**src/rtl/atmrb_regs.svh**
```systemverilog
// register offsets, field positions and reset values of the trim and mode bank
`ifndef ATMRB_REGS_SVH
`define ATMRB_REGS_SVH

`define ATMRB_OFS_PERF_A      8'h02
`define ATMRB_OFS_BAND_A      8'h58
`define ATMRB_OFS_SHIFT_A     8'hBF
`define ATMRB_OFS_SHIFT_B     8'hC1
`define ATMRB_OFS_LOOP_CTL    8'hCF
`define ATMRB_OFS_PERF_B      8'hD5
`define ATMRB_OFS_PERF_C      8'hD7
`define ATMRB_OFS_PERF_D      8'hDB
`define ATMRB_OFS_SLOW_MASTER 8'hEF
`define ATMRB_OFS_SWING       8'hF1
`define ATMRB_OFS_SLOW_A      8'hF2
// block-local registers: the enables that live elsewhere in the map, and a read-only mode status
`define ATMRB_OFS_DIG_CTL     8'hE0
`define ATMRB_OFS_STATUS      8'hE4

`define ATMRB_RESET_VAL       8'h00
`define ATMRB_BIT_BAND        0
`define ATMRB_SHIFT_MSB       7
`define ATMRB_SHIFT_LSB       4
`define ATMRB_BIT_HOLD        7
`define ATMRB_TAU_MSB         5
`define ATMRB_TAU_LSB         2
`define ATMRB_BIT_SLOW_MASTER 4
`define ATMRB_BIT_SLOW_A      3
`define ATMRB_BIT_SLOW_B      0
`define ATMRB_SWING_OFF       2'h0
`define ATMRB_SWING_ON        2'h3
`define ATMRB_BIT_PERF_A6     6
`define ATMRB_BIT_PERF_B4     4
`define ATMRB_BIT_PERF_B3     3
`define ATMRB_BIT_PERF_C3     3
`define ATMRB_BIT_PERF_C2     2
`define ATMRB_BIT_PERF_D5     5
`define ATMRB_BIT_LOOP_EN     5
`define ATMRB_BIT_DIG_EN      3
`define ATMRB_ADC_WIDTH       12
`define ATMRB_MIDCODE         12'h800

`endif

```
**src/rtl/atmrb_pkg.sv**
```systemverilog
// shared types of the trim and mode bank
package atmrb_pkg;

    typedef struct packed {
        logic [7:0] perfA;
        logic [7:0] bandA;
        logic [7:0] shiftA;
        logic [7:0] shiftB;
        logic [7:0] loopCtl;
        logic [7:0] perfB;
        logic [7:0] perfC;
        logic [7:0] perfD;
        logic [7:0] slowMaster;
        logic [7:0] swing;
        logic [7:0] slowA;
        logic [7:0] digCtl;
    } atmrb_regs_t;

    typedef struct packed {
        logic upperBandA;
        logic slowRateA;
        logic slowRateB;
        logic swingOverride;
        logic perfBoostAll;
        logic loopActive;
        logic holdActive;
        logic [3:0] offsetLoopTau;
    } atmrb_mode_t;

    typedef enum logic [1:0] {
        ATMRB_IDLE = 2'b00,
        ATMRB_ACK  = 2'b01
    } atmrb_bus_t;

    typedef struct packed {
        atmrb_bus_t busState;
        logic [7:0] datOut;
        logic ackOut;
        atmrb_regs_t regs;
        atmrb_mode_t mode;
        logic [11:0] levelA;
        logic [11:0] levelB;
    } atmrb_state_t;

endpackage : atmrb_pkg

```
**src/rtl/atmrb_level_map.sv**
```systemverilog
// converged output level of one channel from its signed shift field
`timescale 1ns/1ps
`include "atmrb_regs.svh"

module atmrb_level_map #(
    parameter int WIDTH = `ATMRB_ADC_WIDTH
) (
    input wire logic [3:0] shiftCode,
    input wire logic active,
    output logic [WIDTH-1:0] level
);
    logic [WIDTH-1:0] midcode;
    logic [WIDTH-1:0] extended;

    assign midcode = WIDTH'(`ATMRB_MIDCODE);
    // ---------------------------------------------------------------
    // two's complement field
    // ---------------------------------------------------------------
    // one code per step
    assign extended = {{(WIDTH-4){shiftCode[3]}}, shiftCode};
    // shift added to midcode
    assign level = active ? WIDTH'(midcode + extended) : midcode;
endmodule : atmrb_level_map

```
**src/rtl/atmrb_slow_gate.sv**
```systemverilog
// gates the per-channel slow-rate bits with the master bit
`timescale 1ns/1ps

module atmrb_slow_gate #(
    parameter int CHANNELS = 2
) (
    input wire logic master,
    input wire logic [CHANNELS-1:0] chanBits,
    output logic [CHANNELS-1:0] chanSlow
);
    genvar i;
    generate
        for (i = 0; i < CHANNELS; i++) begin : gGate
            // master gates channels
            assign chanSlow[i] = master & chanBits[i];
        end
    endgenerate
endmodule : atmrb_slow_gate

```
**src/rtl/atmrb_bank.sv**
```systemverilog
// wishbone register bank for channel trim, offset loop and speed modes
//
// The Wishbone register port is this design's own decision.
`timescale 1ns/1ps
`include "atmrb_regs.svh"

// Summary of operation
// band bit selects above-200 MHz mode
// converged level is midcode plus shift
// shift field is signed -8 to +7
// each channel has its own shift
// hold bit freezes estimate when enabled
// four-bit loop time constant field
// master bit gates per-channel slow modes
// channel A slow bit needs master first
// channel B slow bit needs master first
// swing override: 00 off, 11 on
// software sets six boost bits above 160 MSPS
// software writes zero to unassigned bits
// all registers reset to zero
// loop enable gates hold and shift
// digital enable gates all digital features; the code gates only the offset loop, hold and levels
// each shift step moves one code
module atmrb_bank #(
    parameter int ADC_WIDTH = `ATMRB_ADC_WIDTH
) (
    input wire logic clk,
    input wire logic sys_rst,
    input wire logic wb_cyc_i,
    input wire logic wb_stb_i,
    input wire logic wb_we_i,
    input wire logic [7:0] wb_adr_i,
    input wire logic [7:0] wb_dat_i,
    input wire logic wb_sel_i,
    output logic [7:0] wb_dat_o,
    output logic wb_ack_o,
    output logic upperBandA,
    output logic chanASlowRateEnable,
    output logic chanBSlowRateEnable,
    output logic swingOverride,
    output logic perfBoostAll,
    output logic offsetLoopActive,
    output logic holdOffsetEstimate,
    output logic [3:0] offsetLoopTau,
    output logic [ADC_WIDTH-1:0] chanALevel,
    output logic [ADC_WIDTH-1:0] chanBLevel
);
    // ---------------------------------------------------------------
    // state
    // ---------------------------------------------------------------
    atmrb_pkg::atmrb_state_t state_reg;
    atmrb_pkg::atmrb_state_t state_next;
    logic [1:0] slowBits;
    logic [1:0] slowGated;
    logic [ADC_WIDTH-1:0] levelA;
    logic [ADC_WIDTH-1:0] levelB;
    logic loopOn;
    logic request;

    function automatic logic [7:0] read_mux(input atmrb_pkg::atmrb_regs_t r,
                                            input atmrb_pkg::atmrb_mode_t m,
                                            input logic [7:0] adr);
        logic [7:0] v;
        v = 8'h00;
        unique case (adr)
            `ATMRB_OFS_PERF_A: v = r.perfA;
            `ATMRB_OFS_BAND_A: v = r.bandA;
            `ATMRB_OFS_SHIFT_A: v = r.shiftA;
            `ATMRB_OFS_SHIFT_B: v = r.shiftB;
            `ATMRB_OFS_LOOP_CTL: v = r.loopCtl;
            `ATMRB_OFS_PERF_B: v = r.perfB;
            `ATMRB_OFS_PERF_C: v = r.perfC;
            `ATMRB_OFS_PERF_D: v = r.perfD;
            `ATMRB_OFS_SLOW_MASTER: v = r.slowMaster;
            `ATMRB_OFS_SWING: v = r.swing;
            `ATMRB_OFS_SLOW_A: v = r.slowA;
            `ATMRB_OFS_DIG_CTL: v = r.digCtl;
            `ATMRB_OFS_STATUS: v = {1'b0, m.loopActive, m.holdActive, m.swingOverride,
                                    m.perfBoostAll, m.slowRateB, m.slowRateA, m.upperBandA};
            default: v = 8'h00;
        endcase
        return v;
    endfunction : read_mux

    assign request = wb_cyc_i & wb_stb_i;

    // digital enable and R14 loop enable
    assign loopOn = state_reg.regs.digCtl[`ATMRB_BIT_DIG_EN]
                    & state_reg.regs.digCtl[`ATMRB_BIT_LOOP_EN];

    assign slowBits = {state_reg.regs.perfD[`ATMRB_BIT_SLOW_B],
                       state_reg.regs.slowA[`ATMRB_BIT_SLOW_A]};

    // channel A slow gated
    // channel B slow gated
    atmrb_slow_gate #(
        .CHANNELS(2)
    ) u_slow (
        .master(state_reg.regs.slowMaster[`ATMRB_BIT_SLOW_MASTER]),
        .chanBits(slowBits),
        .chanSlow(slowGated)
    );

    // independent channel shifts
    atmrb_level_map #(
        .WIDTH(ADC_WIDTH)
    ) u_level_a (
        .shiftCode(state_reg.regs.shiftA[`ATMRB_SHIFT_MSB:`ATMRB_SHIFT_LSB]),
        .active(loopOn),
        .level(levelA)
    );

    atmrb_level_map #(
        .WIDTH(ADC_WIDTH)
    ) u_level_b (
        .shiftCode(state_reg.regs.shiftB[`ATMRB_SHIFT_MSB:`ATMRB_SHIFT_LSB]),
        .active(loopOn),
        .level(levelB)
    );

    // ---------------------------------------------------------------
    // next state
    // ---------------------------------------------------------------
    always_comb begin
        state_next = state_reg;
        state_next.ackOut = 1'b0;
        unique case (state_reg.busState)
            atmrb_pkg::ATMRB_IDLE: begin
                // one wait state then ack; the second cycle drops ack again
                if (request) begin
                    state_next.busState = atmrb_pkg::ATMRB_ACK;
                    state_next.ackOut = 1'b1;
                    state_next.datOut = read_mux(state_reg.regs, state_reg.mode, wb_adr_i);
                    if (wb_we_i && wb_sel_i) begin
                        // unassigned bits are stored as written; software keeps them zero
                        unique case (wb_adr_i)
                            `ATMRB_OFS_PERF_A: state_next.regs.perfA = wb_dat_i;
                            `ATMRB_OFS_BAND_A: state_next.regs.bandA = wb_dat_i;
                            `ATMRB_OFS_SHIFT_A: state_next.regs.shiftA = wb_dat_i;
                            `ATMRB_OFS_SHIFT_B: state_next.regs.shiftB = wb_dat_i;
                            `ATMRB_OFS_LOOP_CTL: state_next.regs.loopCtl = wb_dat_i;
                            `ATMRB_OFS_PERF_B: state_next.regs.perfB = wb_dat_i;
                            `ATMRB_OFS_PERF_C: state_next.regs.perfC = wb_dat_i;
                            `ATMRB_OFS_PERF_D: state_next.regs.perfD = wb_dat_i;
                            `ATMRB_OFS_SLOW_MASTER: state_next.regs.slowMaster = wb_dat_i;
                            `ATMRB_OFS_SWING: state_next.regs.swing = wb_dat_i;
                            `ATMRB_OFS_SLOW_A: state_next.regs.slowA = wb_dat_i;
                            `ATMRB_OFS_DIG_CTL: state_next.regs.digCtl = wb_dat_i;
                            default: state_next.regs = state_reg.regs;
                        endcase
                    end
                end
            end
            atmrb_pkg::ATMRB_ACK: begin
                state_next.busState = atmrb_pkg::ATMRB_IDLE;
            end
            default: state_next.busState = atmrb_pkg::ATMRB_IDLE;
        endcase

        // upper band mode
        state_next.mode.upperBandA = state_reg.regs.bandA[`ATMRB_BIT_BAND];
        state_next.mode.slowRateA = slowGated[0];
        state_next.mode.slowRateB = slowGated[1];
        // only 11 enables override
        state_next.mode.swingOverride = (state_reg.regs.swing[1:0] == `ATMRB_SWING_ON);
        // boost flag for the status register and the perfBoostAll output
        state_next.mode.perfBoostAll = state_reg.regs.perfA[`ATMRB_BIT_PERF_A6]
                                     & state_reg.regs.perfB[`ATMRB_BIT_PERF_B4]
                                     & state_reg.regs.perfB[`ATMRB_BIT_PERF_B3]
                                     & state_reg.regs.perfC[`ATMRB_BIT_PERF_C3]
                                     & state_reg.regs.perfC[`ATMRB_BIT_PERF_C2]
                                     & state_reg.regs.perfD[`ATMRB_BIT_PERF_D5];
        state_next.mode.loopActive = loopOn;
        // hold only while loop on
        state_next.mode.holdActive = loopOn & state_reg.regs.loopCtl[`ATMRB_BIT_HOLD];
        // loop time constant
        state_next.mode.offsetLoopTau = state_reg.regs.loopCtl[`ATMRB_TAU_MSB:`ATMRB_TAU_LSB];
        state_next.levelA = levelA;
        state_next.levelB = levelB;
    end

    // ---------------------------------------------------------------
    // registers
    // ---------------------------------------------------------------
    always_ff @(posedge clk) begin
        // everything resets to zero except the two levels, which load midcode
        if (sys_rst) begin
            state_reg <= '0;
            state_reg.levelA <= ADC_WIDTH'(`ATMRB_MIDCODE);
            state_reg.levelB <= ADC_WIDTH'(`ATMRB_MIDCODE);
        end else begin
            state_reg <= state_next;
        end
    end

    assign wb_dat_o = state_reg.datOut;
    assign wb_ack_o = state_reg.ackOut;
    assign upperBandA = state_reg.mode.upperBandA;
    assign chanASlowRateEnable = state_reg.mode.slowRateA;
    assign chanBSlowRateEnable = state_reg.mode.slowRateB;
    assign swingOverride = state_reg.mode.swingOverride;
    assign perfBoostAll = state_reg.mode.perfBoostAll;
    assign offsetLoopActive = state_reg.mode.loopActive;
    assign holdOffsetEstimate = state_reg.mode.holdActive;
    assign offsetLoopTau = state_reg.mode.offsetLoopTau;
    assign chanALevel = state_reg.levelA;
    assign chanBLevel = state_reg.levelB;

    // ---------------------------------------------------------------
    // checks
    // ---------------------------------------------------------------
    // bus ack one cycle
    a_ack_one_cycle: assert property (@(posedge clk) disable iff (sys_rst) // bus
        wb_ack_o |=> !wb_ack_o) else $error("ack held longer than one cycle");

    // band follows bit
    a_band_follows: assert property (@(posedge clk) disable iff (sys_rst)
        ##1 upperBandA == $past(state_reg.regs.bandA[0])) else $error("band mode wrong");

    // channel A gated
    a_slow_gate_a: assert property (@(posedge clk) disable iff (sys_rst)
        !$past(state_reg.regs.slowMaster[4]) |-> !chanASlowRateEnable)
        else $error("channel A slow without master");

    // channel B set
    a_slow_gate_b: assert property (@(posedge clk) disable iff (sys_rst)
        ($past(state_reg.regs.slowMaster[4]) && $past(state_reg.regs.perfD[0]))
        |-> chanBSlowRateEnable) else $error("channel B slow not set");

    // override needs 11
    a_swing_code: assert property (@(posedge clk) disable iff (sys_rst)
        swingOverride |-> $past(state_reg.regs.swing[1:0]) == 2'h3)
        else $error("swing override from illegal code");

    // hold needs loop
    a_hold_needs_loop: assert property (@(posedge clk) disable iff (sys_rst)
        holdOffsetEstimate |-> offsetLoopActive) else $error("hold without loop");

    // loop needs digital
    a_loop_gated: assert property (@(posedge clk) disable iff (sys_rst)
        offsetLoopActive |-> $past(state_reg.regs.digCtl[3])) else $error("loop without digital");

    // midcode when off
    a_level_mid: assert property (@(posedge clk) disable iff (sys_rst)
        !$past(loopOn) |-> chanALevel == 12'h800) else $error("level off midcode");

    // minus eight
    a_level_shift: assert property (@(posedge clk) disable iff (sys_rst)
        ($past(loopOn) && $past(state_reg.regs.shiftB[7:4]) == 4'h8) |-> chanBLevel == 12'h7F8)
        else $error("minus eight shift wrong");

    // tau copied out
    a_tau_copy: assert property (@(posedge clk) disable iff (sys_rst)
        offsetLoopTau == $past(state_reg.regs.loopCtl[5:2])) else $error("tau mismatch");

    // shift A write
    a_write_takes: assert property (@(posedge clk) disable iff (sys_rst)
        (request && !wb_ack_o && wb_we_i && wb_sel_i && wb_adr_i == 8'hBF)
        |=> state_reg.regs.shiftA == $past(wb_dat_i)) else $error("shift A write lost");

    // shift B write
    a_write_shift_b: assert property (@(posedge clk) disable iff (sys_rst)
        (request && !wb_ack_o && wb_we_i && wb_sel_i && wb_adr_i == 8'hC1)
        |=> state_reg.regs.shiftB == $past(wb_dat_i)) else $error("shift B write lost");

    // ---------------------------------------------------------------
    // reset and mode checks
    // ---------------------------------------------------------------
    // registers cleared
    a_reset_regs: assert property (@(posedge clk)
        sys_rst |=> (state_reg.regs == '0 && !wb_ack_o))
        else $error("registers not cleared by reset");

    // levels at midcode
    a_reset_levels: assert property (@(posedge clk)
        sys_rst |=> (chanALevel == 12'h800 && chanBLevel == 12'h800))
        else $error("levels not at midcode after reset");

    // modes cleared
    a_reset_modes: assert property (@(posedge clk)
        sys_rst |=> state_reg.mode == '0)
        else $error("modes not cleared by reset");

    // plus seven
    a_level_plus: assert property (@(posedge clk) disable iff (sys_rst)
        ($past(loopOn) && $past(state_reg.regs.shiftA[7:4]) == 4'h7) |-> chanALevel == 12'h807)
        else $error("plus seven shift wrong");

    // minus one
    a_level_minus: assert property (@(posedge clk) disable iff (sys_rst)
        ($past(loopOn) && $past(state_reg.regs.shiftA[7:4]) == 4'hF) |-> chanALevel == 12'h7FF)
        else $error("minus one shift wrong");

    // zero shift midcode
    a_level_zero: assert property (@(posedge clk) disable iff (sys_rst)
        ($past(loopOn) && $past(state_reg.regs.shiftA[7:4]) == 4'h0) |-> chanALevel == 12'h800)
        else $error("zero shift off midcode");

    // channel B shift
    a_level_b_plus: assert property (@(posedge clk) disable iff (sys_rst)
        ($past(loopOn) && $past(state_reg.regs.shiftB[7:4]) == 4'h7) |-> chanBLevel == 12'h807)
        else $error("channel B plus seven wrong");

    // loop off midcode
    a_level_b_mid: assert property (@(posedge clk) disable iff (sys_rst)
        !$past(loopOn) |-> chanBLevel == 12'h800)
        else $error("channel B level off midcode");

    // channel A slow
    a_slow_set_a: assert property (@(posedge clk) disable iff (sys_rst)
        ($past(state_reg.regs.slowMaster[4]) && $past(state_reg.regs.slowA[3]))
        |-> chanASlowRateEnable) else $error("channel A slow not set");

    // master gates B
    a_slow_off_b: assert property (@(posedge clk) disable iff (sys_rst)
        !$past(state_reg.regs.slowMaster[4]) |-> !chanBSlowRateEnable)
        else $error("channel B slow without master");

    // code 11 enables
    a_swing_on: assert property (@(posedge clk) disable iff (sys_rst)
        $past(state_reg.regs.swing[1:0]) == 2'h3 |-> swingOverride)
        else $error("swing override missing");

    // boost needs perfA bit 6
    a_boost_needs_a: assert property (@(posedge clk) disable iff (sys_rst)
        !$past(state_reg.regs.perfA[6]) |-> !perfBoostAll)
        else $error("boost flag without bit six");

    // hold when frozen
    a_hold_set: assert property (@(posedge clk) disable iff (sys_rst)
        ($past(loopOn) && $past(state_reg.regs.loopCtl[7])) |-> holdOffsetEstimate)
        else $error("hold bit not applied");

    // loop needs enable
    a_loop_needs_en: assert property (@(posedge clk) disable iff (sys_rst)
        offsetLoopActive |-> $past(state_reg.regs.digCtl[5]))
        else $error("loop without its enable");

    // loop follows enables
    a_loop_on: assert property (@(posedge clk) disable iff (sys_rst)
        $past(loopOn) |-> offsetLoopActive)
        else $error("loop not active");

endmodule : atmrb_bank

```
**config.mk**
```make
export PLATFORM = sky130hd
export DESIGN_NAME = atmrb_bank
export DESIGN_NICKNAME = d
export VERILOG_FILES = /design/src/rtl/atmrb_pkg.sv /design/src/rtl/atmrb_level_map.sv /design/src/rtl/atmrb_slow_gate.sv /design/src/rtl/atmrb_bank.sv
export VERILOG_INCLUDE_DIRS = /design/src /design/src/rtl
export SDC_FILE = /design/constraint.sdc
export NUM_CORES = 1
export LEC_CHECK = 0
export ABC_AREA = 1
export ABC_CLOCK_PERIOD_IN_PS = 1210
export BUFFER_PORTS_ARGS = -buffer_cell sky130_fd_sc_hd__buf_2
export CAP_MARGIN = 20
export CORE_ASPECT_RATIO = 1.75
export CORE_MARGIN = 8
export CORE_UTILIZATION = 43
export CTS_BUF_LIST = sky130_fd_sc_hd__clkbuf_8 sky130_fd_sc_hd__clkbuf_16
export CTS_CLUSTER_SIZE = 12
export DETAILED_ROUTE_END_ITERATION = 6
export PLACE_DENSITY = 0.7
export RECOVER_POWER = 25
export SYNTH_ARGS = -nofsm -noshare
export SYNTH_HDL_FRONTEND = slang
export SYNTH_HIERARCHICAL = 1
export SYNTH_SLANG_ARGS = --single-unit
export TNS_END_PERCENT = 1
```
**constraint.sdc**
```tcl
create_clock -name clk -period 1.21 [get_ports clk]
set_input_delay 0.1815 -clock clk [delete_from_list [all_inputs] [get_ports clk]]
set_output_delay 0.1815 -clock clk [all_outputs]
set_load 0.005 [all_outputs]
```
# After elaboration in Yosys (flattened, before gate mapping)
# Cells that the tools add are included.
dict set report totals {
  ff_bits 141
  input_bits 22
  output_inout_bits 44
  wordCells 85
}
dict set report classes {
  add_sub_neg 2
  n_eq_ne 14
  muxes 15
  bitwise 12
  reduce_logical 17
}
# op n
set op_table {}
lappend op_table {{$pmux 8 s13} 1}
lappend op_table {{$mux 97} 1}
lappend op_table {{$mux 8} 12}
lappend op_table {{$mux 96} 1}
lappend op_table {{$eq 8x8->1 const B} 11}
lappend op_table {{$reduce_and 4->1} 12}
lappend op_table {{$add 12x12->12 const A} 2}
lappend op_table {{$and 1x1->1} 10}
lappend op_table {{$eq 8x2->1 const B} 1}
lappend op_table {{$eq 8x7->1 const B} 1}
lappend op_table {{$reduce_or 2->1} 2}
lappend op_table {{$eq 2x2->1 const B} 1}
lappend op_table {{$logic_not 2->1} 1}
lappend op_table {{$not 1->1} 2}
lappend op_table {{$reduce_and 2->1} 1}
lappend op_table {{$logic_and 1x1->1} 1}

# Depth between registers and ports, before layout
# Gate-level depths: netlist of the first run.
dict set report logic_depth {
  word_depth 5
  depth_mapped 12
  mapped_depth_nobuf 11
}

# By module
# The synthesis of the first run kept the hierarchy.
# mod instances cells_per_inst area_per_inst_um2 seq_area_each_um2
set modules_own_cells {}
lappend modules_own_cells {atmrb_bank 1 787 6168.4 2822.7}
lappend modules_own_cells {atmrb_level_map 2 15 85.1 0.0}
lappend modules_own_cells {atmrb_slow_gate 1 4 15.0 0.0}

# Worst setup path before layout of the first run
# No wires, ideal clock.
dict set report synth_timing {
  kind {register to register}
  start {register state_reg[140] (netlist bit)}
  end {register state_reg[57] (netlist bit)}
  arrival_time_ns 1.199
  required_time_ns 1.081
  path_slack_ns -0.118
  path_stages_with_launch 9
  n_path_buf 1
  path_cell_list {dfxtp_1 nor2_8 nand3_4 clkinv_2 nand2_2 clkinv_2 buf_12 o21ai_1 a21oi_2}
}
dict set report synth_via {
  elab_chain_len 2
}
# element line_no
set synth_lines {}
lappend synth_lines {{start: declaration} atmrb_bank.sv:51} ;# atmrb_pkg::atmrb_state_t state_reg;
lappend synth_lines {{start signal: assignment} atmrb_bank.sv:192} ;# state_reg <= state_next;
lappend synth_lines {{$logic_not 2->1} atmrb_bank.sv:127} ;# unique case (state_reg.busState)
lappend synth_lines {{$reduce_and 4->1 (no line)} -}
# Every way passes these cells.
# A chain may end at the register's enable or synchronous reset.

# Worst setup path after layout of the first run
dict set report layout_timing {
  start {register state_reg[140] (netlist bit)}
  end {register state_reg[119] (netlist bit)}
}
# The elaborated chain is that of the path after synthesis.

==> results of run 1 <==
==> timing repair <==
item | 4_1_cts | 5_1_grt
endpoints found under the setup margin | 105 | 112
setup buffers | 0 | 0
gates cloned | 0 | 0
pin swaps | 1 | 0
gates resized for setup | 13 | 9
==> synthesized netlist by cell type (all sizes together) <==
| library cell | n |
|---|---|
| buf | 73 |
| dfxtp | 141 |
| o21ai | 96 |
| nor2 | 69 |
| nor4 | 1 |
| clkbuf | 22 |
| inv | 88 |
| or2 | 2 |
| clkinv | 4 |
| a21oi | 104 |
| nor3 | 3 |
| nand3 | 127 |
| nand4 | 8 |
| nand2 | 83 |
==> layer usage <==
metal  global-route usage  part of all wire  vias up
li1                     -                 -     2738
met1                0.207              0.37     2591
met2                0.328              0.49      280
met3               0.0387             0.076       71
met4                0.144             0.066        0
met5                    0                 0        -
==> worst max-delay path, stage by stage (launching register included) <==
cell and delay, ps:
dfxtp_2 340, nor2_8 120, nand3_4 120, buf_4 170, nor4_4 210, buf_12 180
o21ai_0 80, a21oi_1 130
==> worst paths after layout <==
check | startpoint | to | slack, ps | depth (start not counted)
min | wb_dat_i[3] | state_next[25] | 40 | 3
min reg2reg | state_next[27] | offsetLoopTau[3] | 450 | 2
max reg2reg | state_reg[140] | state_reg[119] | -200 | 7
max | state_reg[140] | state_reg[119] | -200 | 7
==> layout make-up <==
type | count | area [um2] | area share
timing repair buffer | 114 | 823 | 0.111
clock inverter | 15 | 151 | 0.0205
inverter | 92 | 387 | 0.0523
tap | 183 | 229 | 0.0310
sequential | 141 | 2820 | 0.382
multi-input combinational | 493 | 2550 | 0.345
clock buffer | 17 | 425 | 0.0576
==> through the flow <==
| step | power, mW | instances | cell area [um2] | setup TNS [ps] |
|---|---|---|---|---|
| finish | 10.2 | 1055 | 7390 | -9230 |
| global route | 10.5 | 1055 | 7390 | -17810 |
| CTS | 10.3 | 1055 | 7380 | -9530 |
| detailed placement | 5.25 | 1023 | 6770 | -24240 |
| global placement | 5.25 | 1023 | 6770 | -21820 |
| floorplan | 5.01 | 821 | 6360 | -1480 |
==> report_power, final <==
part           total (mW)  internal, mW  switching, mW
registers            4.65          4.64        0.00296
clock network        5.08          2.89           2.19
logic               0.509         0.161          0.348
==> logic make-up (layout without fill, tap and decap cells) <==
group,Yosys count,count (layout),synth area share
AND/OR/NAND/NOR,293,293,0.235
AO/OA/AOI/OAI,200,200,0.164
buffers and inverters,187,238,0.157
flip-flops,141,141,0.444
==> layout by cell type (no fill, tap or decap), types with 9 or more instances in the layout <==
cell type	count
a21oi_1	93
o21ai_1	19
nand2_1	73
buf_4	35
nor2_1	53
a21oi_2	11
nand3_1	123
buf_12	11
inv_2	11
buf_2	62
clkbuf_16	17
nand2_2	9
o21ai_0	77
dfxtp_1	140
inv_1	70
==> run metrics, run 1 <==
crit path time final 1410 ps; RSZ-0062 raised after global routing yes; #FFs+latches synth 141; post-detail-place hpwl 13,000 um; largest net degree at the start of global routing 82; Largest register FFs 90; synthesized net count 843; routed vias/inst 5.38; # H-tree levels 4; die area 19,100 um2; Routed Wire Length 18,300 um; worst skew pair latency 420 ps; via count 5,680; final period utilization 1.16; Synth top area share 0.444; critical path data required time 1560 ps; final-report hold violation count 0; CTS tree done; core area 14,700 um2; TritonCTS Buffers 17; Initial Util 0.433; ranking of synthesized cells by area dfxtp_1, nand3_1, buf_4, a21oi_1, o21ai_0; Worst-Margin Slew 655 ps; antenna violations before repair 0; Mapped Area 6350 um2; status finished, violations left; vias in the first global route 5,350; hold buffer count at cts 0; ratio of cells with drive above 1 in the final layout 0.241; post-synth cell types 31; Post-Route Utilization 0.503; total clock sinks 141; PD cells 1390 nW/um2; Worst-path clk slew 60 ps; Ant. Diodes 0; Leak 3.30 nW; Final Max Slew Viols 0; violated checks setup timing; Worst Path Max Fanout 16; average size of a mapped cell 7.74 um2; Max VDD drop 0.000835 V; IO Count 66; Critical Path End Type flop; Max-Cap Viols 0; min-delay worst type in -> reg; YS warnings 6; final setup fails 97; total global-route track usage 0.194; Chip Height 177 um; DR iter-0 viols 525; GP Congestion 0.940; final worst setup slack -198 ps; drt pass-1 iters 5; clock skew 6.02 ps; DIE WIDTH 108 um; Fin Hold WS 38.8 ps; DRT antenna net count 0; critical path startpoint category flop; DRC Markers 0; area leader, netlist dfxtp_1; total gr overflow 0; Layout area overhead 16.3%; Max Root-Sink Buffers 2; sequential area share after synthesis 0.444; critical path class reg -> reg; Mapped Cells 821; Filler Cell Count 1,426; worst slack, placed -388 ps; slew margin rel. 0.562; # nets final 881; Site Rows 59; WP data arrival 1760 ps; f_max 0.710 GHz; Port Buffer Count 65; WL/cell 17.3 um; root buf cell clkbuf_16; first-pass GRT wire length 28,200 um
Note: power is estimated with default switching activity, not from simulation.
==> run 2: changes to the inputs <==
- ABC_CLOCK_PERIOD_IN_PS: 1210 -> 1370
- PLACE_DENSITY: 0.7 -> 0.67
- clock period: 1.21 -> 1.37 ns (I/O delays scaled with it)
==> run metrics, run 2 (synthesis results as in run 1) <==
total global-route track usage 0.189; worst reg-to-reg path cell count 8; placed standard-cell area 6760 um2; die area 19,100 um2; Worst Path Max Fanout 16; final setup fails 1; reg2reg setup slack -8 ps; Chip Height 177 um; Ant. Diodes 0; Max Root-Sink Buffers 2; worst flop-to-flop path endpoint state_reg[102]; Site Rows 59; slew margin rel. 0.626; crit path capture state_reg[102]; final-report hold violation count 0; # H-tree levels 4; via count 5,494; clock skew 11.9 ps; Initial Util 0.433; DRC Markers 0; core area 14,700 um2; routed vias/inst 5.24; Routed Wire Length 17,600 um; RSZ-0062 raised after global routing yes; vias in the first global route 5,186; Largest register FFs 90; leading cell type in the layout, fill and taps excluded dfxtp_1; DIE WIDTH 108 um; WP data arrival 1720 ps; largest net degree at the start of global routing 58; WL/cell 16.8 um; Max VDD drop 0.000508 V; PD cells 1260 nW/um2; first-pass GRT wire length 27,700 um; final period utilization 1.01; Worst-path clk slew 60 ps; ratio of cells with drive above 1 in the final layout 0.231; most frequent cells in the layout dfxtp_1, nand3_1, a21oi_1; f_max 0.725 GHz; drt pass-1 iters 5; GR Util met2 0.322; root buf cell clkbuf_16; critical path data required time 1710 ps; placed instance count 1,016; CTS tree done; Critical Path End Type flop; # nets final 874; critical path startpoint category flop; crit path time final 1380 ps; Global Route met3 Usage 0.0379; critical path class reg -> reg; Final Max Slew Viols 0; DRT antenna net count 0; GRT busiest layer met2; GP Congestion 0.917; Non-Filler Instances 1,048; total clock sinks 141; Worst-Margin Slew 561 ps; Max-Cap Viols 0; Filler Cell Count 1,413; CP startpoint state_reg[140]; post-detail-place hpwl 12,600 um; FF-to-FF Start state_reg[140]; setup bufs post-CTS 0; Fin Hold WS 89.7 ps; total gr overflow 0; Fin Setup TNS -8.38 ps; min-delay worst type in -> reg; final worst setup slack -8.38 ps; antenna violations before repair 0; status finished, violations left; M1 GR Usage 0.206; IO Count 66; cell area after layout 7420 um2; DR iter-0 viols 399; TritonCTS Buffers 17; Port Buffer Count 65; Layout area overhead 16.8%; violated checks setup timing; worst skew pair latency 420 ps; Leak 3.31 nW
[run 2: power by group]
part           leakage [nW]  switching [mW]  total [mW]  internal, mW
clock                 0.302            1.86        4.81          2.95
combinational          1.87           0.304       0.452         0.147
sequential             1.14         0.00250        4.11          4.10
[run 2: through the flow]
stage,utilization,worst slack [ps],power [mW]
floorplan,-,41.9,4.43
CTS,0.505,-17.9,9.42
finish,0.505,-8.38,9.37
global route,0.505,-103,9.63
detailed placement,0.460,-286,4.64
global placement,0.460,-272,4.64
[run 2: worst min-delay path by stage]
stage,end,cells after the start,from
2_1_floorplan,slowBits[1],2,wb_dat_i[0]
3_3_place_gp,offsetLoopTau[2],2,state_next[26]
3_5_place_dp,offsetLoopTau[3],2,state_next[27]
4_1_cts,state_reg[51],3,wb_dat_i[0]
5_1_grt,state_next[24],3,wb_dat_i[2]
6_report,state_next[24],3,wb_dat_i[2]
[run 2: final cells by class]
type                            instances  area (um2)  share of cell area
Sequential cell                       141        2820               0.380
Multi-Input combinational cell        493        2560               0.344
Timing Repair Buffer                  107         820               0.110
Clock buffer                           18         439              0.0592
Inverter                               92         374              0.0504
Tap cell                              183         229              0.0308
Clock inverter                         14         181              0.0244
[run 2: timing repair]
action,4_1_cts,5_1_grt
gates cloned,0,0
gates resized for setup,11,18
endpoints found under the setup margin,54,74
hold buffers,0,0
[run 2: worst max-delay path: stages, from the launching register on]
cell	delay, ps
dfxtp_2	340
nor2_8	120
nand3_4	110
clkinv_4	120
buf_4	120
nand3_1	100
inv_4	160
o21ai_0	100
a21oi_1	130
[run 2: metal layers]
metal	vias up	part of all wire
met5	-	0
met4	0	0.053
li1	2729	-
met2	240	0.50
met1	2468	0.38
met3	57	0.066
